==> src/rtl/sfc_defs.vh <==
`ifndef SFC_DEFS_VH
`define SFC_DEFS_VH
// opcodes
`define SFC_OP_WREN   8'h06
`define SFC_OP_WRDI   8'h04
`define SFC_OP_VWREN  8'h50
`define SFC_OP_RDSR0  8'h05
`define SFC_OP_RDSR1  8'h35
`define SFC_OP_WRSR   8'h01
`define SFC_OP_READ   8'h03
`define SFC_OP_FREAD  8'h0b
`define SFC_OP_DOFR   8'h3b
`define SFC_OP_QOFR   8'h6b
`define SFC_OP_DIOFR  8'hbb
`define SFC_OP_QIOFR  8'heb
`define SFC_OP_QWFR   8'he7
`define SFC_OP_PP     8'h02
`define SFC_OP_QPP    8'h32
`define SFC_OP_SE     8'h20
`define SFC_OP_BE32   8'h52
`define SFC_OP_BE64   8'hd8
`define SFC_OP_CE1    8'hc7
`define SFC_OP_CE2    8'h60
`define SFC_OP_QPI    8'h38
`define SFC_OP_RSTEN  8'h66
`define SFC_OP_RST    8'h99
`define SFC_OP_WRAP   8'h77
`define SFC_OP_SUSP   8'h75
`define SFC_OP_RESM   8'h7a
`define SFC_OP_DPD    8'hb9
// frame states
`define SFC_ST_OP     3'h0
`define SFC_ST_ADDR   3'h1
`define SFC_ST_MODE   3'h2
`define SFC_ST_DUMMY  3'h3
`define SFC_ST_DOUT   3'h4
`define SFC_ST_DIN    3'h5
`define SFC_ST_IGN    3'h6
// status bits
`define SFC_S_BUSY    0
`define SFC_S_WLAT    1
`define SFC_S_QUAD    9
`define SFC_S_SUS2    10
`define SFC_S_SUS1    15
`define SFC_STAT_RST  16'h0000
`define SFC_STAT_WMSK 16'h7bfc
// lanes, byte and dummy clock counts
`define SFC_LN0       4'h0
`define SFC_LN1       4'h1
`define SFC_LN2       4'h2
`define SFC_LN4       4'h4
`define SFC_BYTE      4'h8
`define SFC_DCLK_NONE 4'h0
`define SFC_DCLK_FAST 4'h8
`define SFC_DCLK_QIO  4'h4
`define SFC_DCLK_QW   4'h2
`define SFC_ALAST     2'h2
// output byte sources
`define SFC_SRC_MEM   2'h0
`define SFC_SRC_SL    2'h1
`define SFC_SRC_SH    2'h2
// byte counts per frame, opcode included; least for WRSR and PP, exact for erase
`define SFC_NB_ONE    8'h01
`define SFC_NB_WRSR   8'h02
`define SFC_NB_WRSRH  8'h03
`define SFC_NB_ER     8'h04
`define SFC_NB_PP     8'h05
`define SFC_NB_MAX    8'hff
// register map
`define SFC_REG_STATUS 8'h00
`define SFC_REG_CTRL   8'h04
`define SFC_REG_LASTOP 8'h08
`define SFC_REG_ADDR   8'h0c
`define SFC_REG_MISC   8'h10
`define SFC_CTRL_DONE  0
`endif

==> src/rtl/sfc_buf2.v <==
`timescale 1ns/1ps
// two entries: output stage plus skid stage
module sfc_buf2 #(
   parameter W = 8
) (
   input  wire         clk,
   input  wire         rst_n,
   input  wire         in_valid,
   output wire         in_ready,
   input  wire [W-1:0] in_data,
   output wire         out_valid,
   input  wire         out_ready,
   output wire [W-1:0] out_data
);
   reg         ov_q;
   reg [W-1:0] od_q;
   reg         sv_q;
   reg [W-1:0] sd_q;
   always @(posedge clk) begin
      if (!rst_n) begin
         ov_q <= 1'b0;
         od_q <= {W{1'b0}};
         sv_q <= 1'b0;
         sd_q <= {W{1'b0}};
      end else if (out_ready || !ov_q) begin
         if (sv_q) begin
            ov_q <= 1'b1;
            od_q <= sd_q;
            sv_q <= 1'b0;
         end else begin
            ov_q <= in_valid;
            if (in_valid) od_q <= in_data;
         end
      end else if (in_valid && !sv_q) begin
         sv_q <= 1'b1;
         sd_q <= in_data;
      end
   end
   assign in_ready  = !sv_q;
   assign out_valid = ov_q;
   assign out_data  = od_q;
endmodule

==> src/rtl/sfc_frontend.v <==
`timescale 1ns/1ps
`include "sfc_defs.vh"
module sfc_frontend (
   input  wire        CLK,
   input  wire        RST_N,
   input  wire        SCLK,
   input  wire        CS_N,
   input  wire [3:0]  IO_IN,
   output wire [3:0]  IO_OUT,
   output wire [3:0]  IO_OE,
   input  wire [7:0]  ADDR,
   input  wire [31:0] WDATA,
   input  wire        WR,
   input  wire        RD,
   output wire [31:0] RDATA,
   output wire [23:0] MEM_ADDR,
   input  wire [7:0]  MEM_RDATA,
   output wire        CMD_VALID,
   output wire [7:0]  CMD_OP,
   output wire [23:0] CMD_ADDR,
   output wire        PD_VALID,
   input  wire        PD_READY,
   output wire [7:0]  PD_DATA
);
   wire [5:0]  s;
   wire        sclk_s = s[5];
   wire        cs_s   = s[4];
   wire [3:0]  io_s   = s[3:0];
   reg         sclk_p_q;
   reg         cs_p_q;
   reg  [2:0]  st_q;
   reg  [7:0]  op_q;
   reg  [7:0]  sh_q;
   reg  [3:0]  nb_q;
   reg  [7:0]  bcnt_q;
   reg  [1:0]  ac_q;
   reg  [23:0] addr_q;
   reg  [7:0]  mode_q;
   reg  [3:0]  dcnt_q;
   reg  [3:0]  aln_q;
   reg         hasm_q;
   reg  [3:0]  dclk_q;
   reg  [3:0]  oln_q;
   reg  [1:0]  src_q;
   reg  [3:0]  dln_q;
   reg  [7:0]  osh_q;
   reg  [3:0]  oc_q;
   reg  [3:0]  io_out_q;
   reg  [3:0]  io_oe_q;
   reg  [23:0] mem_addr_q;
   reg  [15:0] stat_q;
   reg  [7:0]  wlo_q;
   reg  [7:0]  whi_q;
   reg         vwe_q;
   reg         rsten_q;
   reg         erase_q;
   reg  [2:0]  wrap_q;
   reg         qpi_q;
   reg         dpd_q;
   reg         ovr_q;
   reg         pend_q;
   reg  [7:0]  pend_d_q;
   reg         cmd_v_q;
   reg  [7:0]  cmd_op_q;
   reg  [23:0] cmd_a_q;
   reg  [31:0] rdata_q;
   wire        pd_in_rdy;
   wire        rise   = !cs_s && sclk_s && !sclk_p_q;
   wire        fall   = !cs_s && !sclk_s && sclk_p_q;
   wire        cs_end = cs_s && !cs_p_q;
   wire        quad_en = stat_q[`SFC_S_QUAD];
   wire        wr_lat  = stat_q[`SFC_S_WLAT];
   wire        busy    = stat_q[`SFC_S_BUSY];
   wire        algn   = (nb_q == `SFC_LN0);
   reg  [3:0]  in_ln;
   reg  [7:0]  ish;
   wire [3:0]  nb_n   = nb_q + in_ln;
   wire        bdone  = (nb_n == `SFC_BYTE);
   reg         dc_ok;
   reg         dc_a;
   reg         dc_m;
   reg  [3:0]  dc_aln;
   reg  [3:0]  dc_dclk;
   reg  [3:0]  dc_oln;
   reg  [1:0]  dc_src;
   reg  [3:0]  dc_dln;
   reg  [7:0]  src_b;
   reg  [7:0]  cur;
   reg  [2:0]  st_aa;
   wire [23:0] addr_n = {addr_q[15:0], ish};

   sfc_sync #(.W(6), .RST_V(6'h10)) u_sync (
      .clk   (CLK),
      .rst_n (RST_N),
      .d     ({SCLK, CS_N, IO_IN}),
      .q     (s)
   );

   sfc_buf2 #(.W(8)) u_buf (
      .clk       (CLK),
      .rst_n     (RST_N),
      .in_valid  (pend_q),
      .in_ready  (pd_in_rdy),
      .in_data   (pend_d_q),
      .out_valid (PD_VALID),
      .out_ready (PD_READY),
      .out_data  (PD_DATA)
   );

   // msb first shift, lanes per phase
   always @* begin
      case (st_q)
         `SFC_ST_ADDR, `SFC_ST_MODE: in_ln = aln_q;
         `SFC_ST_DIN:                in_ln = dln_q;
         default:                    in_ln = `SFC_LN1;
      endcase
      case (in_ln)
         `SFC_LN4: ish = {sh_q[3:0], io_s};
         `SFC_LN2: ish = {sh_q[5:0], io_s[1:0]};
         default:  ish = {sh_q[6:0], io_s[0]};
      endcase
   end

   // opcode decode
   always @* begin
      dc_ok   = 1'b1;
      dc_a    = 1'b0;
      dc_m    = 1'b0;
      dc_aln  = `SFC_LN1;
      dc_dclk = `SFC_DCLK_NONE;
      dc_oln  = `SFC_LN0;
      dc_src  = `SFC_SRC_MEM;
      dc_dln  = `SFC_LN1;
      case (ish)
         `SFC_OP_WREN, `SFC_OP_WRDI, `SFC_OP_VWREN: ;
         `SFC_OP_RDSR0: begin
            dc_oln = `SFC_LN1;
            dc_src = `SFC_SRC_SL;
         end
         `SFC_OP_RDSR1: begin
            dc_oln = `SFC_LN1;
            dc_src = `SFC_SRC_SH;
         end
         `SFC_OP_WRSR: ;
         `SFC_OP_READ: begin
            dc_a   = 1'b1;
            dc_oln = `SFC_LN1;
         end
         `SFC_OP_FREAD: begin
            dc_a    = 1'b1;
            dc_dclk = `SFC_DCLK_FAST;
            dc_oln  = `SFC_LN1;
         end
         `SFC_OP_DOFR: begin
            dc_a    = 1'b1;
            dc_dclk = `SFC_DCLK_FAST;
            dc_oln  = `SFC_LN2;
         end
         `SFC_OP_QOFR: begin
            dc_ok   = quad_en;
            dc_a    = 1'b1;
            dc_dclk = `SFC_DCLK_FAST;
            dc_oln  = `SFC_LN4;
         end
         `SFC_OP_DIOFR: begin
            dc_a   = 1'b1;
            dc_m   = 1'b1;
            dc_aln = `SFC_LN2;
            dc_oln = `SFC_LN2;
         end
         `SFC_OP_QIOFR, `SFC_OP_QWFR: begin
            dc_ok   = quad_en;
            dc_a    = 1'b1;
            dc_m    = 1'b1;
            dc_aln  = `SFC_LN4;
            dc_oln  = `SFC_LN4;
            dc_dclk = (ish == `SFC_OP_QWFR) ? `SFC_DCLK_QW : `SFC_DCLK_QIO;
         end
         `SFC_OP_PP: dc_a = 1'b1;
         `SFC_OP_QPP: begin
            dc_ok  = quad_en;
            dc_a   = 1'b1;
            dc_dln = `SFC_LN4;
         end
         `SFC_OP_SE, `SFC_OP_BE32, `SFC_OP_BE64: dc_a = 1'b1;
         `SFC_OP_CE1, `SFC_OP_CE2, `SFC_OP_DPD: ;
         `SFC_OP_QPI, `SFC_OP_RSTEN, `SFC_OP_RST, `SFC_OP_WRAP,
         `SFC_OP_SUSP, `SFC_OP_RESM: ;
         default: dc_ok = 1'b0;
      endcase
   end

   // byte to send, phase after address
   always @* begin
      case (src_q)
         `SFC_SRC_SL: src_b = stat_q[7:0];
         `SFC_SRC_SH: src_b = stat_q[15:8];
         default:     src_b = MEM_RDATA;
      endcase
      cur = (oc_q == `SFC_LN0) ? src_b : osh_q;
      if (hasm_q)
         st_aa = `SFC_ST_MODE;
      else if (dclk_q != `SFC_DCLK_NONE)
         st_aa = `SFC_ST_DUMMY;
      else if (oln_q != `SFC_LN0)
         st_aa = `SFC_ST_DOUT;
      else
         st_aa = `SFC_ST_DIN;
   end

   always @(posedge CLK) begin
      if (!RST_N) begin
         sclk_p_q <= 1'b0;
         cs_p_q <= 1'b1;
         st_q <= `SFC_ST_OP;
         op_q <= 8'h00;
         sh_q <= 8'h00;
         nb_q <= `SFC_LN0;
         bcnt_q <= 8'h00;
         ac_q <= 2'h0;
         addr_q <= 24'h000000;
         mode_q <= 8'h00;
         dcnt_q <= 4'h0;
         aln_q <= `SFC_LN1;
         hasm_q <= 1'b0;
         dclk_q <= `SFC_DCLK_NONE;
         oln_q <= `SFC_LN0;
         src_q <= `SFC_SRC_MEM;
         dln_q <= `SFC_LN1;
         osh_q <= 8'h00;
         oc_q <= `SFC_LN0;
         io_out_q <= 4'h0;
         io_oe_q <= 4'h0;
         mem_addr_q <= 24'h000000;
         stat_q <= `SFC_STAT_RST;
         wlo_q <= 8'h00;
         whi_q <= 8'h00;
         vwe_q <= 1'b0;
         rsten_q <= 1'b0;
         erase_q <= 1'b0;
         wrap_q <= 3'h0;
         qpi_q <= 1'b0;
         dpd_q <= 1'b0;
         ovr_q <= 1'b0;
         pend_q <= 1'b0;
         pend_d_q <= 8'h00;
         cmd_v_q <= 1'b0;
         cmd_op_q <= 8'h00;
         cmd_a_q <= 24'h000000;
         rdata_q <= 32'h00000000;
      end else begin
         sclk_p_q <= sclk_s;
         cs_p_q <= cs_s;
         cmd_v_q <= 1'b0;
         if (pend_q && pd_in_rdy) pend_q <= 1'b0;
         rdata_q <= 32'h00000000;
         if (RD) begin
            case (ADDR)
               `SFC_REG_STATUS: rdata_q <= {16'h0000, stat_q};
               `SFC_REG_LASTOP: rdata_q <= {24'h000000, op_q};
               `SFC_REG_ADDR:   rdata_q <= {8'h00, addr_q};
               `SFC_REG_MISC:   rdata_q <= {24'h000000, mode_q[1:0], ovr_q, dpd_q,
                                            qpi_q, wrap_q};
               default:         rdata_q <= 32'h00000000;
            endcase
         end
         // software reports operation finished
         if (WR && ADDR == `SFC_REG_CTRL && WDATA[`SFC_CTRL_DONE])
            stat_q[`SFC_S_BUSY] <= 1'b0;
         if (cs_s) begin
            st_q <= `SFC_ST_OP;
            nb_q <= `SFC_LN0;
            bcnt_q <= 8'h00;
            oc_q <= `SFC_LN0;
            io_oe_q <= 4'h0;
            io_out_q <= 4'h0;
         end
         if (cs_end) begin
            if (op_q != `SFC_OP_RSTEN) rsten_q <= 1'b0;
            case (op_q)
               `SFC_OP_WREN: if (algn) stat_q[`SFC_S_WLAT] <= 1'b1;
               `SFC_OP_WRDI: if (algn) stat_q[`SFC_S_WLAT] <= 1'b0;
               `SFC_OP_VWREN: if (algn) vwe_q <= 1'b1;
               `SFC_OP_WRSR:
                  if (algn && bcnt_q >= `SFC_NB_WRSR && (wr_lat || vwe_q) && !busy) begin
                     stat_q <= (stat_q & ~`SFC_STAT_WMSK) | (`SFC_STAT_WMSK &
                               {(bcnt_q >= `SFC_NB_WRSRH) ? whi_q : stat_q[15:8], wlo_q});
                     if (!vwe_q) begin
                        stat_q[`SFC_S_BUSY] <= 1'b1;
                        cmd_v_q <= 1'b1;
                     end
                     vwe_q <= 1'b0;
                  end
               `SFC_OP_PP, `SFC_OP_QPP:
                  if (algn && bcnt_q >= `SFC_NB_PP && wr_lat && !busy) begin
                     stat_q[`SFC_S_BUSY] <= 1'b1;
                     stat_q[`SFC_S_WLAT] <= 1'b0;
                     cmd_v_q <= 1'b1;
                     erase_q <= 1'b0;
                  end
               `SFC_OP_SE, `SFC_OP_BE32, `SFC_OP_BE64, `SFC_OP_CE1, `SFC_OP_CE2:
                  if (algn && wr_lat && !busy && bcnt_q == ((op_q == `SFC_OP_CE1 ||
                      op_q == `SFC_OP_CE2) ? `SFC_NB_ONE : `SFC_NB_ER)) begin
                     stat_q[`SFC_S_BUSY] <= 1'b1;
                     stat_q[`SFC_S_WLAT] <= 1'b0;
                     cmd_v_q <= 1'b1;
                     erase_q <= 1'b1;
                  end
               `SFC_OP_DPD:
                  if (algn) begin
                     dpd_q <= 1'b1;
                     cmd_v_q <= 1'b1;
                  end
               `SFC_OP_QPI: qpi_q <= 1'b1;
               `SFC_OP_RSTEN: rsten_q <= 1'b1;
               `SFC_OP_RST:
                  if (rsten_q) begin
                     stat_q[`SFC_S_WLAT] <= 1'b0;
                     stat_q[`SFC_S_SUS1] <= 1'b0;
                     stat_q[`SFC_S_SUS2] <= 1'b0;
                     vwe_q <= 1'b0;
                     wrap_q <= 3'h0;
                     qpi_q <= 1'b0;
                     dpd_q <= 1'b0;
                  end
               `SFC_OP_SUSP:
                  if (busy) begin
                     stat_q[`SFC_S_BUSY] <= 1'b0;
                     stat_q[`SFC_S_SUS1] <= erase_q;
                     stat_q[`SFC_S_SUS2] <= !erase_q;
                     cmd_v_q <= 1'b1;
                  end
               `SFC_OP_RESM:
                  if (stat_q[`SFC_S_SUS1] || stat_q[`SFC_S_SUS2]) begin
                     stat_q[`SFC_S_BUSY] <= 1'b1;
                     stat_q[`SFC_S_SUS1] <= 1'b0;
                     stat_q[`SFC_S_SUS2] <= 1'b0;
                     cmd_v_q <= 1'b1;
                  end
               default: ;
            endcase
            cmd_op_q <= op_q;
            cmd_a_q <= addr_q;
         end else if (rise) begin
            if (st_q == `SFC_ST_OP || st_q == `SFC_ST_ADDR ||
                st_q == `SFC_ST_MODE || st_q == `SFC_ST_DIN) begin
               sh_q <= ish;
               nb_q <= bdone ? `SFC_LN0 : nb_n;
               if (bdone && bcnt_q != `SFC_NB_MAX) bcnt_q <= bcnt_q + 8'h01;
            end
            case (st_q)
               `SFC_ST_OP: if (bdone) begin
                  op_q <= ish;
                  ac_q <= 2'h0;
                  dcnt_q <= 4'h0;
                  aln_q <= dc_aln;
                  hasm_q <= dc_m;
                  dclk_q <= dc_dclk;
                  oln_q <= dc_oln;
                  src_q <= dc_src;
                  dln_q <= dc_dln;
                  if (!dc_ok) st_q <= `SFC_ST_IGN;
                  else if (dc_a) st_q <= `SFC_ST_ADDR;
                  else if (dc_oln != `SFC_LN0) st_q <= `SFC_ST_DOUT;
                  else st_q <= `SFC_ST_DIN;
               end
               `SFC_ST_ADDR: if (bdone) begin
                  addr_q <= addr_n;
                  ac_q <= ac_q + 2'h1;
                  if (ac_q == `SFC_ALAST) begin
                     mem_addr_q <= addr_n;
                     st_q <= st_aa;
                  end
               end
               `SFC_ST_MODE: if (bdone) begin
                  mode_q <= ish;
                  st_q <= (dclk_q != `SFC_DCLK_NONE) ? `SFC_ST_DUMMY : `SFC_ST_DOUT;
               end
               `SFC_ST_DUMMY: begin
                  dcnt_q <= dcnt_q + 4'h1;
                  if (dcnt_q == dclk_q - `SFC_LN1) st_q <= `SFC_ST_DOUT;
               end
               `SFC_ST_DIN: if (bdone) begin
                  if (op_q == `SFC_OP_PP || op_q == `SFC_OP_QPP) begin
                     if (pend_q && !pd_in_rdy) ovr_q <= 1'b1;
                     pend_q <= 1'b1;
                     pend_d_q <= ish;
                  end
                  if (op_q == `SFC_OP_WRSR && bcnt_q == `SFC_NB_ONE) wlo_q <= ish;
                  if (op_q == `SFC_OP_WRSR && bcnt_q == `SFC_NB_WRSR) whi_q <= ish;
                  if (op_q == `SFC_OP_WRAP && bcnt_q == `SFC_NB_ONE)
                     wrap_q <= ish[6:4];
               end
               default: ;
            endcase
         end else if (fall && st_q == `SFC_ST_DOUT) begin
            case (oln_q)
               `SFC_LN4: begin
                  io_out_q <= cur[7:4];
                  io_oe_q <= 4'hf;
               end
               `SFC_LN2: begin
                  io_out_q <= {2'b00, cur[7:6]};
                  io_oe_q <= 4'h3;
               end
               default: begin
                  io_out_q <= {2'b00, cur[7], 1'b0};
                  io_oe_q <= 4'h2;
               end
            endcase
            osh_q <= cur << oln_q;
            oc_q <= (oc_q + oln_q == `SFC_BYTE) ? `SFC_LN0 : oc_q + oln_q;
            if (oc_q == `SFC_LN0 && src_q == `SFC_SRC_MEM)
               mem_addr_q <= mem_addr_q + 24'h000001;
         end
      end
   end

   assign IO_OUT    = io_out_q;
   assign IO_OE     = io_oe_q;
   assign RDATA     = rdata_q;
   assign MEM_ADDR  = mem_addr_q;
   assign CMD_VALID = cmd_v_q;
   assign CMD_OP    = cmd_op_q;
   assign CMD_ADDR  = cmd_a_q;
endmodule

==> src/rtl/sfc_sync.v <==
`timescale 1ns/1ps
module sfc_sync #(
   parameter       W     = 1,
   parameter [W-1:0] RST_V = {W{1'b0}}
) (
   input  wire         clk,
   input  wire         rst_n,
   input  wire [W-1:0] d,
   output wire [W-1:0] q
);
   reg [W-1:0] m_q;
   reg [W-1:0] s_q;
   always @(posedge clk) begin
      if (!rst_n) begin
         m_q <= RST_V;
         s_q <= RST_V;
      end else begin
         m_q <= d;
         s_q <= m_q;
      end
   end
   assign q = s_q;
endmodule
==> config.mk <==
export PLATFORM = sky130hd
export DESIGN_NAME = sfc_frontend
export DESIGN_NICKNAME = d
export VERILOG_FILES = /design/src/rtl/sfc_buf2.v /design/src/rtl/sfc_frontend.v /design/src/rtl/sfc_sync.v
export VERILOG_INCLUDE_DIRS = /design/src /design/src/rtl
export SDC_FILE = /design/constraint.sdc
export NUM_CORES = 1
export LEC_CHECK = 0
export BUFFER_PORTS_ARGS = -buffer_cell sky130_fd_sc_hd__buf_2
export CAP_MARGIN = 20
export CORE_MARGIN = 10
export CORE_UTILIZATION = 63
export CTS_CLUSTER_SIZE = 20
export DETAILED_ROUTE_END_ITERATION = 16
export GPL_TIMING_DRIVEN = 0
export PLACE_DENSITY = 0.93
export RECOVER_POWER = 100
export SLEW_MARGIN = 30
export SYNTH_ARGS = -nofsm -noshare
export SYNTH_HDL_FRONTEND = slang
export SYNTH_SLANG_ARGS = --single-unit
export TNS_END_PERCENT = 10
==> constraint.sdc <==
create_clock -name CLK -period 8.31 [get_ports CLK]
set_input_delay 1.662 -clock CLK [delete_from_list [all_inputs] [get_ports CLK]]
set_output_delay 1.662 -clock CLK [all_outputs]
set_load 0.05 [all_outputs]
==> Yosys cells after proc, flatten, opt, wreduce, memory -nomap -nowiden <==
Cells that the tools add are included.
{ "classes": {"reduce_logical": 102, "n_eq_ne": 86, "magnitude_cmp": 3, "bitwise": 5, "shifts": 1, "add_sub_neg": 7, "n_mux": 119} }
{ "ops": {"columns": ["op", "n"], "rows": [
  ["2-to-1 mux 24 bit", 6],
  ["== test 8 x 7 -> 1 bit (second input constant)", 15],
  ["case mux 24 bit (4 select lines)", 1],
  ["== test 8 bit (second input constant)", 11],
  ["2-to-1 mux 4 bit", 19],
  ["2-to-1 mux 3 bit", 23],
  ["== test 8 x 6 -> 1 bit (second input constant)", 8],
  ["2-to-1 mux 8 bit", 8],
  ["== test 8 x 3 -> 1 bit (second input constant)", 6],
  ["case mux 4 bit (2 select lines)", 5],
  ["2-to-1 mux 1 bit", 34],
  ["== test 8 x 2 -> 1 bit (second input constant)", 4],
  ["case mux 8 bit (2 select lines)", 2],
  ["!= test 2 bit (second input constant)", 13],
  ["nonzero test 2 bit", 13],
  ["AND reduction 5 bit", 5],
  ["adder 24 x 1 -> 24 bit (second input constant)", 1],
  ["== test 8 x 1 -> 1 bit (second input constant)", 3],
  ["== test 8 x 4 -> 1 bit (second input constant)", 3],
  ["logical AND 1 bit", 24],
  ["AND reduction 4 bit", 6],
  ["AND reduction 6 bit", 4],
  ["OR reduction 23 bit", 1],
  ["greater-or-equal comparator 8 x 2 -> 1 bit (second input constant)", 2],
  ["other kinds (52)", 106]
]} }
{ "word_totals": {"ff_bits": 271} }

==> Longest topological paths before layout <==
Gate-level depths: netlist of the first run.
{ "depth": {"depth_word": 16, "mapped_depth": 15, "depth_no_buf": 12} }

==> By module <==
A second synthesis of the first run with hierarchy kept.
{ "unflattened": {"cells_unflattened": 1579, "area_unflattened_um2": 12518.3} }
{ "modules_own_cells": {"columns": ["module", "instances", "seq_area_each_um2", "area_each_um2", "cells_each"], "rows": [
  ["sfc_frontend", 1, 4504.3, 11397.2, 1482],
  ["sfc_buf2", 1, 360.3, 787.0, 72],
  ["sfc_sync", 1, 240.2, 334.1, 25]
]} }

==> Worst setup path after synthesis of the first run <==
Ideal clock, no wire load.
{ "synth_timing": {"path_kind": "reg2reg", "from": "reg st_q[1]", "to": "reg mem_addr_q[10] (netlist: MEM_ADDR[10])", "stages_incl_launch_ff": 14, "required_time_ns": 8.191, "t_arrival_ns": 3.276, "path_slack_ns": 4.915, "setup_time_ns": 0.119, "period_less_slack_ns": 3.395, "cell_sequence": "dfxtp_1 -> buf_4 -> xnor2_2 -> o32ai_4 -> inv_1 -> ha_1 -> inv_1 -> fa_1 -> or3_4 -> a2111oi_4 -> a21o_2 -> o21ai_2 -> buf_2 -> o221a_1"} }
{ "synth_via": {"elab_chain_cells": 7, "word_cells_on_any_way": 13} }
{ "synth_lines": {"columns": ["element", "line_no", "source"], "rows": [
  ["from (decl)", "sfc_frontend.v:31", "reg [2:0] st_q;"],
  ["from (signal assigned)", "sfc_frontend.v:215", "st_q <= `SFC_ST_OP;"],
  ["from (signal assigned)", "sfc_frontend.v:271", "st_q <= `SFC_ST_OP;"],
  ["from (signal assigned)", "sfc_frontend.v:362", "if (!dc_ok) st_q <= `SFC_ST_IGN;"],
  ["== test 3 x 1 -> 1 bit / == test 3 x 2 -> 1 bit (equally long branches)", "sfc_frontend.v:112, sfc_frontend.v:351", null],
  ["OR reduction 2 bit", "sfc_frontend.v:112", "case (st_q)"],
  ["case mux 4 bit (2 select lines)", "sfc_frontend.v:112", null],
  ["adder 4 bit", "sfc_frontend.v:77", "wire [3:0] nb_n = nb_q + in_ln;"],
  ["== test 4 bit (no source line)", null, null],
  ["!= test 2 x 1 -> 1 bit (no source line)", null, null],
  ["AND reduction 6 bit (no source line) (*)", null, null],
  ["to (signal assigned)", "sfc_frontend.v:371", "mem_addr_q <= addr_n;"],
  ["to (signal assigned)", "sfc_frontend.v:414", "mem_addr_q <= mem_addr_q + 24'h000001;"],
  ["to (decl)", "sfc_frontend.v:50", "reg [23:0] mem_addr_q;"]
]} }
Every way passes the cells marked *; elsewhere a longest branch is shown, timed or not.
A chain may end at the register's enable or synchronous reset.

==> Worst setup path in the final report of the first run <==
{ "layout_timing": {"from": "reg st_q[1]", "to": "reg pend_d_q[5]"} }
{ "layout_via": {"elab_chain_cells": 6, "word_cells_on_any_way": 11} }
{ "layout_lines": {"columns": ["element", "line_no", "source"], "rows": [
  ["== test 3 x 1 -> 1 bit / == test 3 x 2 -> 1 bit (equally long branches)", "sfc_frontend.v:112", null],
  ["OR reduction 2 bit", "sfc_frontend.v:112", null],
  ["case mux 4 bit (2 select lines)", "sfc_frontend.v:112", null],
  ["adder 4 bit", "sfc_frontend.v:77", null],
  ["== test 4 bit (no source line)", null, null],
  ["AND reduction 5 bit (no source line)", null, null],
  ["to (signal assigned)", "sfc_frontend.v:387", "pend_d_q <= ish;"],
  ["to (decl)", "sfc_frontend.v:62", "reg [7:0] pend_d_q;"]
]} }
Parallel ways exist; a longest one is shown, timed or not.

==> out/qor_table.md, run 1 <==
| Quantity | This run |
|:---|:---|
| Outcome | finished with violations |
| Violated checks | max-capacitance violations, max-slew violations |
| Grt met1 use | 0.3701 |
| Global routing met3 resource utilization | 0.06876 |
| Final number of hold-violating endpoints | 0 |
| Global-route wire length before repair | 64650 um |
| Cell type with the highest aggregate area in the netlist | sky130_fd_sc_hd__dfxtp_1 |
| Clock-pin slew of the registers on the worst-case setup and hold paths | 0.06 ns |
| Global routing's busiest layer | met2 |
| Latest clock arrival within the worst-skew pair | 0.54 ns |
| Final min period | 5.944 ns |
| Combinational family with the most area after synthesis | simple AND/OR/NAND/NOR gates |
| Detailed-routing iteration count for the pre-antenna-repair pass | 6 |
| Final setup fails | 0 |
| Post-cts hold buffer count | 0 |
| Number of nets in the final layout | 1784 |
| Number of synthesized flops with an enable pin | 0 |
| Area overhead of the layout relative to synthesis | 12.25% |
| Register bit count reported by yosys | 255 |
| Die extent in x | 160.6 um |
| Number of buffers added for setup after CTS | 0 |
| Portion of the clock cycle consumed by the worst path in the final layout | 0.7152 |
| Cell count after synthesis | 1547 |
| LEAKAGE | 4.843 nW |
| Nature of the critical path startpoint | flop |
| Cell types occupying the most area after synthesis | sky130_fd_sc_hd__dfxtp_1 41%, sky130_fd_sc_hd__nand2_1 7.6%, sky130_fd_sc_hd__a21oi_1 6.6% |
| DR iter-0 viols | 1423 |
| Number of instances in the placed design | 1943 |
| Buffers from clock root to sink, at most | 3 |
| Fraction of layout instances using a drive strength above 1 | 0.05633 |
| Worst slack, placed | 4.288 ns |
| Number of antenna-violating nets in the routed design | 0 |
| Unrepaired setup endpoints after global routing | false |
| Fin Setup TNS | 0 ns |
| Xor/xnor share of the synthesized area | 0.01538 |
| Routed wire length | 41490 um |
| Post-synthesis instance area | 0.01245 mm2 |
| Num CTS Buffers | 26 |
| Max Fclk | 168.3 MHz |
| Post-DR wirelength/cell | 20.87 um |
| Slack of the critical path | 2.366 ns |
| Top-Level Pins | 165 |
| Max-Cap Viols | 2 |
| Post-synthesis compound-gate area fraction | 0.2142 |
| Clock sink count | 255 |
| Met2 Usage GRT | 0.4849 |
| Worst hold slack | 0.4094 ns |
| Seq/Total Area, Yosys | 0.4101 |
| Overflow after GRT | 0 |
| Synthesized area per cell | 8.047 um2 |
| Crit path arrival time | 6.38 ns |
| Final slew viol count | 20 |
| Multiplexer fraction of the synthesized cell area | 0.04433 |
| Worst Path Required | 8.75 ns |
| Top FF cell, synth | sky130_fd_sc_hd__dfxtp_1 |
| Maximum number of pins on one net before global-route repair | 16 |
| Post-synth cell types | 89 |
| Total number of vias | 12640 |
| Vertical die dimension | 160.6 um |
| Endpoint type of the worst setup path | flop |
| Post-placement cell area | 0.01343 mm2 |
| Global placement routability congestion | 1.025 |
| Area of the die | 0.02578 mm2 |
| Root cell of the clock tree | sky130_fd_sc_hd__clkbuf_16 |
| Synthesized-area fraction occupied by and/or/nand/nor cells | 0.2443 |
| Top cell type's share of synthesized area | 0.4101 |
| TritonCTS clock tree | yes |
| Max Fanout on Critical Path | 10 |
| Number of gates resized after cts | 0 |
| H-tree depth | 1 |
| Worst rel slew slack | -0.05583 |
| Max IR drop VDD | 141.2 uV |
| Transition time of the tightest slew-check pin | 1.584 ns |
| Number of vias per cell | 6.358 |
| Global-route total usage across every layer | 0.3036 |
| Row count | 51 |
| Area of all placed cells without fillers | 0.01397 mm2 |
| Share of flip-flops with an asynchronous set or reset after synthesis | 0 |
| Core footprint | 0.01946 mm2 |
| Port Buf Inserts | 124 |
| Worst Skew | 0.01709 ns |
| YS warnings | 0 |
| Count of non-filler cells in the finished layout | 1988 |
| Pwr per Cell Area | 176.6 mW/mm2 |
| Count of unresolved DRC violations after routing | 0 |
| Fin util | 0.7180 |
| Detailed-placement wirelength estimate | 29930 um |
| Crit Path Category | flop to flop |
| Class of the most critical hold timing path | flop to flop |
| Initial antenna violation count | 2 |
| Tot Pwr | 2.468 mW |
| Synthesized-area fraction occupied by adder cells | 0.02030 |
| Number of global-route vias before repair | 12070 |
| Initial core utilization | 0.6396 |
-- metal layers --
| layer | up-vias | part of all wire |
|---|---|---|
| li1 | 5770 | - |
| met1 | 5839 | 0.38 |
| met2 | 833 | 0.45 |
| met3 | 198 | 0.11 |
| met4 | 0 | 0.064 |
| met5 | - | 0 |
-- cell type report --
class / instances / area [um2]
Antenna cell: 1 / 2.502
Buffer: 117 / 499.2
Clock buffer: 34 / 700.7
Clock inverter: 10 / 123.9
Fill cell: 1576 / 5489
Inverter: 32 / 120.1
Multi-Input combinational cell: 1150 / 6595
Sequential cell: 255 / 5105
Tap cell: 265 / 331.6
Timing Repair Buffer: 124 / 495.5
-- worst paths after layout --
path	from	endpoint	slack (ns)	cells past startpoint
min	u_sync.m_q[4]	u_sync.q[4]	0.41	1
max	st_q[1]	pend_d_q[5]	2.37	14
min reg2reg	u_sync.m_q[4]	u_sync.q[4]	0.41	1
max reg2reg	st_q[1]	pend_d_q[5]	2.37	14
-- critical path, stage by stage (launching register included) --
cell	delay (ns)
sky130_fd_sc_hd__dfxtp_1	0.31
sky130_fd_sc_hd__clkbuf_1	0.28
sky130_fd_sc_hd__xnor2_1	0.25
sky130_fd_sc_hd__o32ai_1	1.28
sky130_fd_sc_hd__inv_1	0.12
sky130_fd_sc_hd__ha_1	0.26
sky130_fd_sc_hd__a21oi_1	0.24
sky130_fd_sc_hd__xor2_1	0.10
sky130_fd_sc_hd__or3_1	0.48
sky130_fd_sc_hd__a21oi_1	0.36
sky130_fd_sc_hd__nand2_1	0.28
sky130_fd_sc_hd__nor3_1	1.27
sky130_fd_sc_hd__buf_4	0.34
sky130_fd_sc_hd__nor2_1	0.05
sky130_fd_sc_hd__a211oi_1	0.21
-- synth_stat cells, drive strengths merged, types with 3 or more instances --
cell type,number
a21oi,168
nor3,34
o21ai,34
buf,39
nor2,182
and3,19
o31ai,7
nand2b,11
nand2,252
mux2i,54
a2111oi,4
nor4,14
a21o,14
and2,33
and3b,3
inv,32
xor2,12
xnor2,9
o211ai,8
o211a,3
ha,17
a31oi,11
nand3b,5
o221a,4
or3,15
a22oi,19
a211oi,55
nand4,16
and4,7
o22a,8
o22ai,16
nor3b,3
a21boi,5
nand3,37
or4,7
a221o,4
dfxtp,255
nand4b,3
nor4b,3
a32o,4
nor2b,9
clkbuf,78
a221oi,6
-- power by group --
part | switching, mW | internal (mW) | leakage [nW]
Combinational | 0.0682 | 0.0228 | 2.39
Sequential | 0.00195 | 1.23 | 2.06
Clock | 0.493 | 0.657 | 0.398
-- sequential cells by signal, indices dropped and copies added, names as in the netlist, 10 cells and up, named ones only --
signal,cells
MEM_ADDR,24
addr_q,24
stat_q,10
RDATA,24
CMD_ADDR,24
-- cells by family after synthesis --
group	count (synthesis)
AOI/OAI and AO/OA	391
muxes	55
and+or+nand+nor	656
buffers and inverters	149
xor gates and xnor gates	21
other	1
adders and majority gates	19
DFF	255
-- cells in the final DEF (no fill, tap or decap), drive strengths merged, types with 14 or more instances in the layout --
master,instances
a211oi,55
a21o,14
a21oi,168
a22oi,19
and2,33
and3,19
buf,51
clkbuf,224
dfxtp,255
ha,17
inv,33
mux2i,54
nand2,252
nand3,37
nand4,16
nor2,182
nor3,34
nor4,14
o21ai,34
o22ai,16
or3,15
No activity file was read; power rests on OpenSTA's default activity.
==> run 2, diff against run 1 <==
--- a/config.mk
+++ b/config.mk
@@ -9,11 +9,11 @@
 export BUFFER_PORTS_ARGS = -buffer_cell sky130_fd_sc_hd__buf_2
 export CAP_MARGIN = 20
 export CORE_MARGIN = 10
-export CORE_UTILIZATION = 63
+export CORE_UTILIZATION = 58
 export CTS_CLUSTER_SIZE = 20
 export DETAILED_ROUTE_END_ITERATION = 16
 export GPL_TIMING_DRIVEN = 0
-export PLACE_DENSITY = 0.93
+export PLACE_DENSITY = 0.87
 export RECOVER_POWER = 100
 export SLEW_MARGIN = 30
 export SYNTH_ARGS = -nofsm -noshare
==> constraint.sdc (replaced) <==
create_clock -name CLK -period 5.6 [get_ports CLK]
set_input_delay 1.12 -clock CLK [delete_from_list [all_inputs] [get_ports CLK]]
set_output_delay 1.12 -clock CLK [all_outputs]
set_load 0.05 [all_outputs]
==> run 2 against run 1 <==
The run still ends with max-capacitance violations, max-slew violations left. Clock skew grew 0.0028 ns. Maximum frequency increased by 22%. Clock power increased by 66%. Global-route usage fell by 2.6 points. Critical path depth stayed put. Final cell count up 0.65%. Sequential power up 48%. Total power is 57% higher. Critical endpoint is now MEM_ADDR[6].
==> out/qor_table.md, run 2 (synthesis gave the netlist of run 1 again) <==
| Quantity | This run | Delta |
|:---|:---|:---|
| Violated checks | max-capacitance violations, max-slew violations | unchanged |
| Met2 Usage GRT | 0.4533 | was 0.4849 |
| Number of filler cells placed in the layout | 1853 | was 1576 |
| Fin Setup TNS | 0 ns | unchanged |
| Number of nets in the final layout | 1785 | was 1784 |
| Max-Cap Viols | 1 | was 2 |
| Global-route wire length before repair | 64340 um | was 64650 um |
| Final min period | 4.879 ns | was 5.944 ns |
| Routed wire length | 41130 um | was 41490 um |
| Number of buffers added for setup after CTS | 0 | unchanged |
| Timing startpoint of the critical path | st_q[2] | was st_q[1] |
| Number of antenna-violating nets in the routed design | 0 | unchanged |
| Slack of the critical path | 0.7213 ns | was 2.366 ns |
| Crit path arrival time | 5.28 ns | was 6.38 ns |
| Hold Crit Start | u_sync.m_q[4] | unchanged |
| Vertical die dimension | 166.5 um | was 160.6 um |
| Worst rel slew slack | -0.1651 | was -0.05583 |
| Core footprint | 0.02109 mm2 | was 0.01946 mm2 |
| Latest clock arrival within the worst-skew pair | 0.55 ns | was 0.54 ns |
| Worst Path Required | 6.00 ns | was 8.75 ns |
| Global placement routability congestion | 0.9793 | was 1.025 |
| Initial core utilization | 0.5903 | was 0.6396 |
| Nature of the critical path startpoint | flop | unchanged |
| Initial antenna violation count | 0 | was 2 |
| Num CTS Buffers | 27 | was 26 |
| Multi-input gate area in the final layout | 0.006686 mm2 | was 0.006595 mm2 |
| Grt met1 use | 0.3483 | was 0.3701 |
| Commonest non-fill, non-tap cells in the layout | 255 x sky130_fd_sc_hd__dfxtp_1, 251 x sky130_fd_sc_hd__nand2_1, 191 x sky130_fd_sc_hd__clkbuf_1 | was 255 x sky130_fd_sc_hd__dfxtp_1, 251 x sky130_fd_sc_hd__nand2_1, 196 x sky130_fd_sc_hd__clkbuf_1 |
| Endpoint type of the worst setup path | flop | unchanged |
| Max Fanout on Critical Path | 10 | unchanged |
| Endpoint of the worst hold-timing path | u_sync.q[4] | unchanged |
| Worst slack, placed | 1.457 ns | was 4.288 ns |
| Hold Crit Depth | 1 | unchanged |
| Die extent in x | 166.5 um | was 160.6 um |
| Max Fclk | 205.0 MHz | was 168.3 MHz |
| Count of unresolved DRC violations after routing | 0 | unchanged |
| Global-route total usage across every layer | 0.2777 | was 0.3036 |
| Fraction of layout instances using a drive strength above 1 | 0.06837 | was 0.05633 |
| Post-placement cell area | 0.01344 mm2 | was 0.01343 mm2 |
| Detailed-routing iteration count for the pre-antenna-repair pass | 12 | was 6 |
| Area overhead of the layout relative to synthesis | 14.12% | was 12.25% |
| Number of instances in the placed design | 1953 | was 1943 |
| Overflow after GRT | 0 | unchanged |
| Max IR drop VDD | 224.2 uV | was 141.2 uV |
| Post-DR wirelength/cell | 20.56 um | was 20.87 um |
| Root cell of the clock tree | sky130_fd_sc_hd__clkbuf_16 | unchanged |
| Worst Skew | 0.01984 ns | was 0.01709 ns |
| Clock sink count | 255 | unchanged |
| Total number of vias | 12400 | was 12640 |
| Global routing's busiest layer | met2 | unchanged |
| Crit Path Category | flop to flop | unchanged |
| Global routing met3 resource utilization | 0.06213 | was 0.06876 |
| Fin util | 0.6737 | was 0.7180 |
| Number of gates resized after cts | 0 | unchanged |
| Row count | 53 | was 51 |
| Area of the die | 0.02772 mm2 | was 0.02578 mm2 |
| Outcome | finished with violations | unchanged |
| Clock-pin slew of the registers on the worst-case setup and hold paths | 0.06 ns | about the same |
| Worst R2R End | MEM_ADDR[6] | was pend_d_q[5] |
| Post-cts hold buffer count | 0 | unchanged |
| Final slew viol count | 7 | was 20 |
| Count of non-filler cells in the finished layout | 2001 | was 1988 |
| Detailed-placement wirelength estimate | 30040 um | was 29930 um |
| LEAKAGE | 4.955 nW | was 4.843 nW |
| Diodes inserted | 0 | was 1 |
| Unrepaired setup endpoints after global routing | false | unchanged |
| Length in cells of the worst reg-to-reg path | 14 | unchanged |
| Transition time of the tightest slew-check pin | 1.748 ns | was 1.584 ns |
| Pwr per Cell Area | 272.2 mW/mm2 | was 176.6 mW/mm2 |
| Port Buf Inserts | 124 | unchanged |
| Final setup fails | 0 | unchanged |
| Portion of the clock cycle consumed by the worst path in the final layout | 0.8712 | was 0.7152 |
| TritonCTS clock tree | yes | unchanged |
| Class of the most critical hold timing path | flop to flop | unchanged |
| Area of all placed cells without fillers | 0.01421 mm2 | was 0.01397 mm2 |
| Final number of hold-violating endpoints | 0 | unchanged |
| Buffers from clock root to sink, at most | 3 | unchanged |
| Area taken by flip-flops and latches | 0.005105 mm2 | unchanged |
| Top-Level Pins | 165 | unchanged |
| Start of the worst register-to-register path | st_q[2] | was st_q[1] |
| Worst reg2reg setup slack | 0.72 ns | was 2.37 ns |
| Leading cell type in the layout, fill and taps excluded | sky130_fd_sc_hd__dfxtp_1 | unchanged |
| Number of global-route vias before repair | 11840 | was 12070 |
| DR iter-0 viols | 1320 | was 1423 |
| Maximum number of pins on one net before global-route repair | 15 | was 16 |
| H-tree depth | 1 | unchanged |
| Number of vias per cell | 6.195 | was 6.358 |
run 2: changes by cell type in the layout (fill, tap and decap cells not counted), moves of 2 or more:
cell and delta:
sky130_fd_sc_hd__clkinv_2 +2, sky130_fd_sc_hd__o21ai_1 -2, sky130_fd_sc_hd__buf_2 +3, sky130_fd_sc_hd__bufinv_16 +3, sky130_fd_sc_hd__and2_0 -2, sky130_fd_sc_hd__a221oi_4 +2
sky130_fd_sc_hd__a221oi_1 -2, sky130_fd_sc_hd__buf_1 -3, sky130_fd_sc_hd__nor3_1 -2, sky130_fd_sc_hd__clkbuf_1 -5, sky130_fd_sc_hd__and2_1 +2, sky130_fd_sc_hd__a21oi_1 -2
run 2: area by class of cell:
type | instances | area share
tap | 275 | 0.02422
clock inverter | 16 | 0.01577
sequential | 255 | 0.3593
timing repair buffer | 124 | 0.03497
inverter | 32 | 0.008455
buffer | 117 | 0.03558
multi-input combinational | 1150 | 0.4707
clock buffer | 32 | 0.05100
run 2: worst max path at each step:
stage | end | slack (ns) | cells past startpoint
5_1_grt | MEM_ADDR[14] | 0.54 | 14
3_3_place_gp | oln_q[2] | 1.54 | 14
3_5_place_dp | oln_q[1] | 1.46 | 14
4_1_cts | oln_q[1] | 1.40 | 14
6_report | MEM_ADDR[6] | 0.72 | 14
2_1_floorplan | MEM_ADDR[10] | 2.21 | 13
run 2: critical path, stage by stage, from the launching register on:
cell and delay, ns:
sky130_fd_sc_hd__dfxtp_1 0.31, sky130_fd_sc_hd__clkbuf_1 0.35, sky130_fd_sc_hd__nand3b_1 0.28, sky130_fd_sc_hd__o32ai_4 0.44
sky130_fd_sc_hd__inv_1 0.11, sky130_fd_sc_hd__ha_1 0.22, sky130_fd_sc_hd__a21oi_1 0.25, sky130_fd_sc_hd__xor2_1 0.10
sky130_fd_sc_hd__or3_1 0.45, sky130_fd_sc_hd__a2111oi_2 1.10, sky130_fd_sc_hd__a21o_1 0.40, sky130_fd_sc_hd__o21ai_2 0.19
sky130_fd_sc_hd__buf_2 0.28, sky130_fd_sc_hd__o21ai_0 0.19, sky130_fd_sc_hd__a21oi_1 0.08
run 2: per-stage QoR:
step	power, mW	hold WS (ns)
after global routing	3.959	0.4137
after floorplan	1.944	0.3863
after CTS	3.870	0.4073
final	3.867	0.4040
after global placement	1.990	0.3940
after detailed placement	1.991	0.3942
run 2: per-layer routing:
| metal | part of all wire | up-vias |
|---|---|---|
| li1 | - | 5775 |
| met1 | 0.41 | 5770 |
| met2 | 0.45 | 716 |
| met3 | 0.10 | 136 |
| met4 | 0.039 | 0 |
| met5 | 0 | - |
run 2: report_power, final:
part           leakage (nW)  switching, mW  internal (mW)  total (mW)
sequential             2.06        0.00265           1.82        1.82
clock                 0.460          0.758           1.15        1.91
combinational          2.44         0.0995         0.0343       0.134
total                  4.95          0.860           3.01        3.87
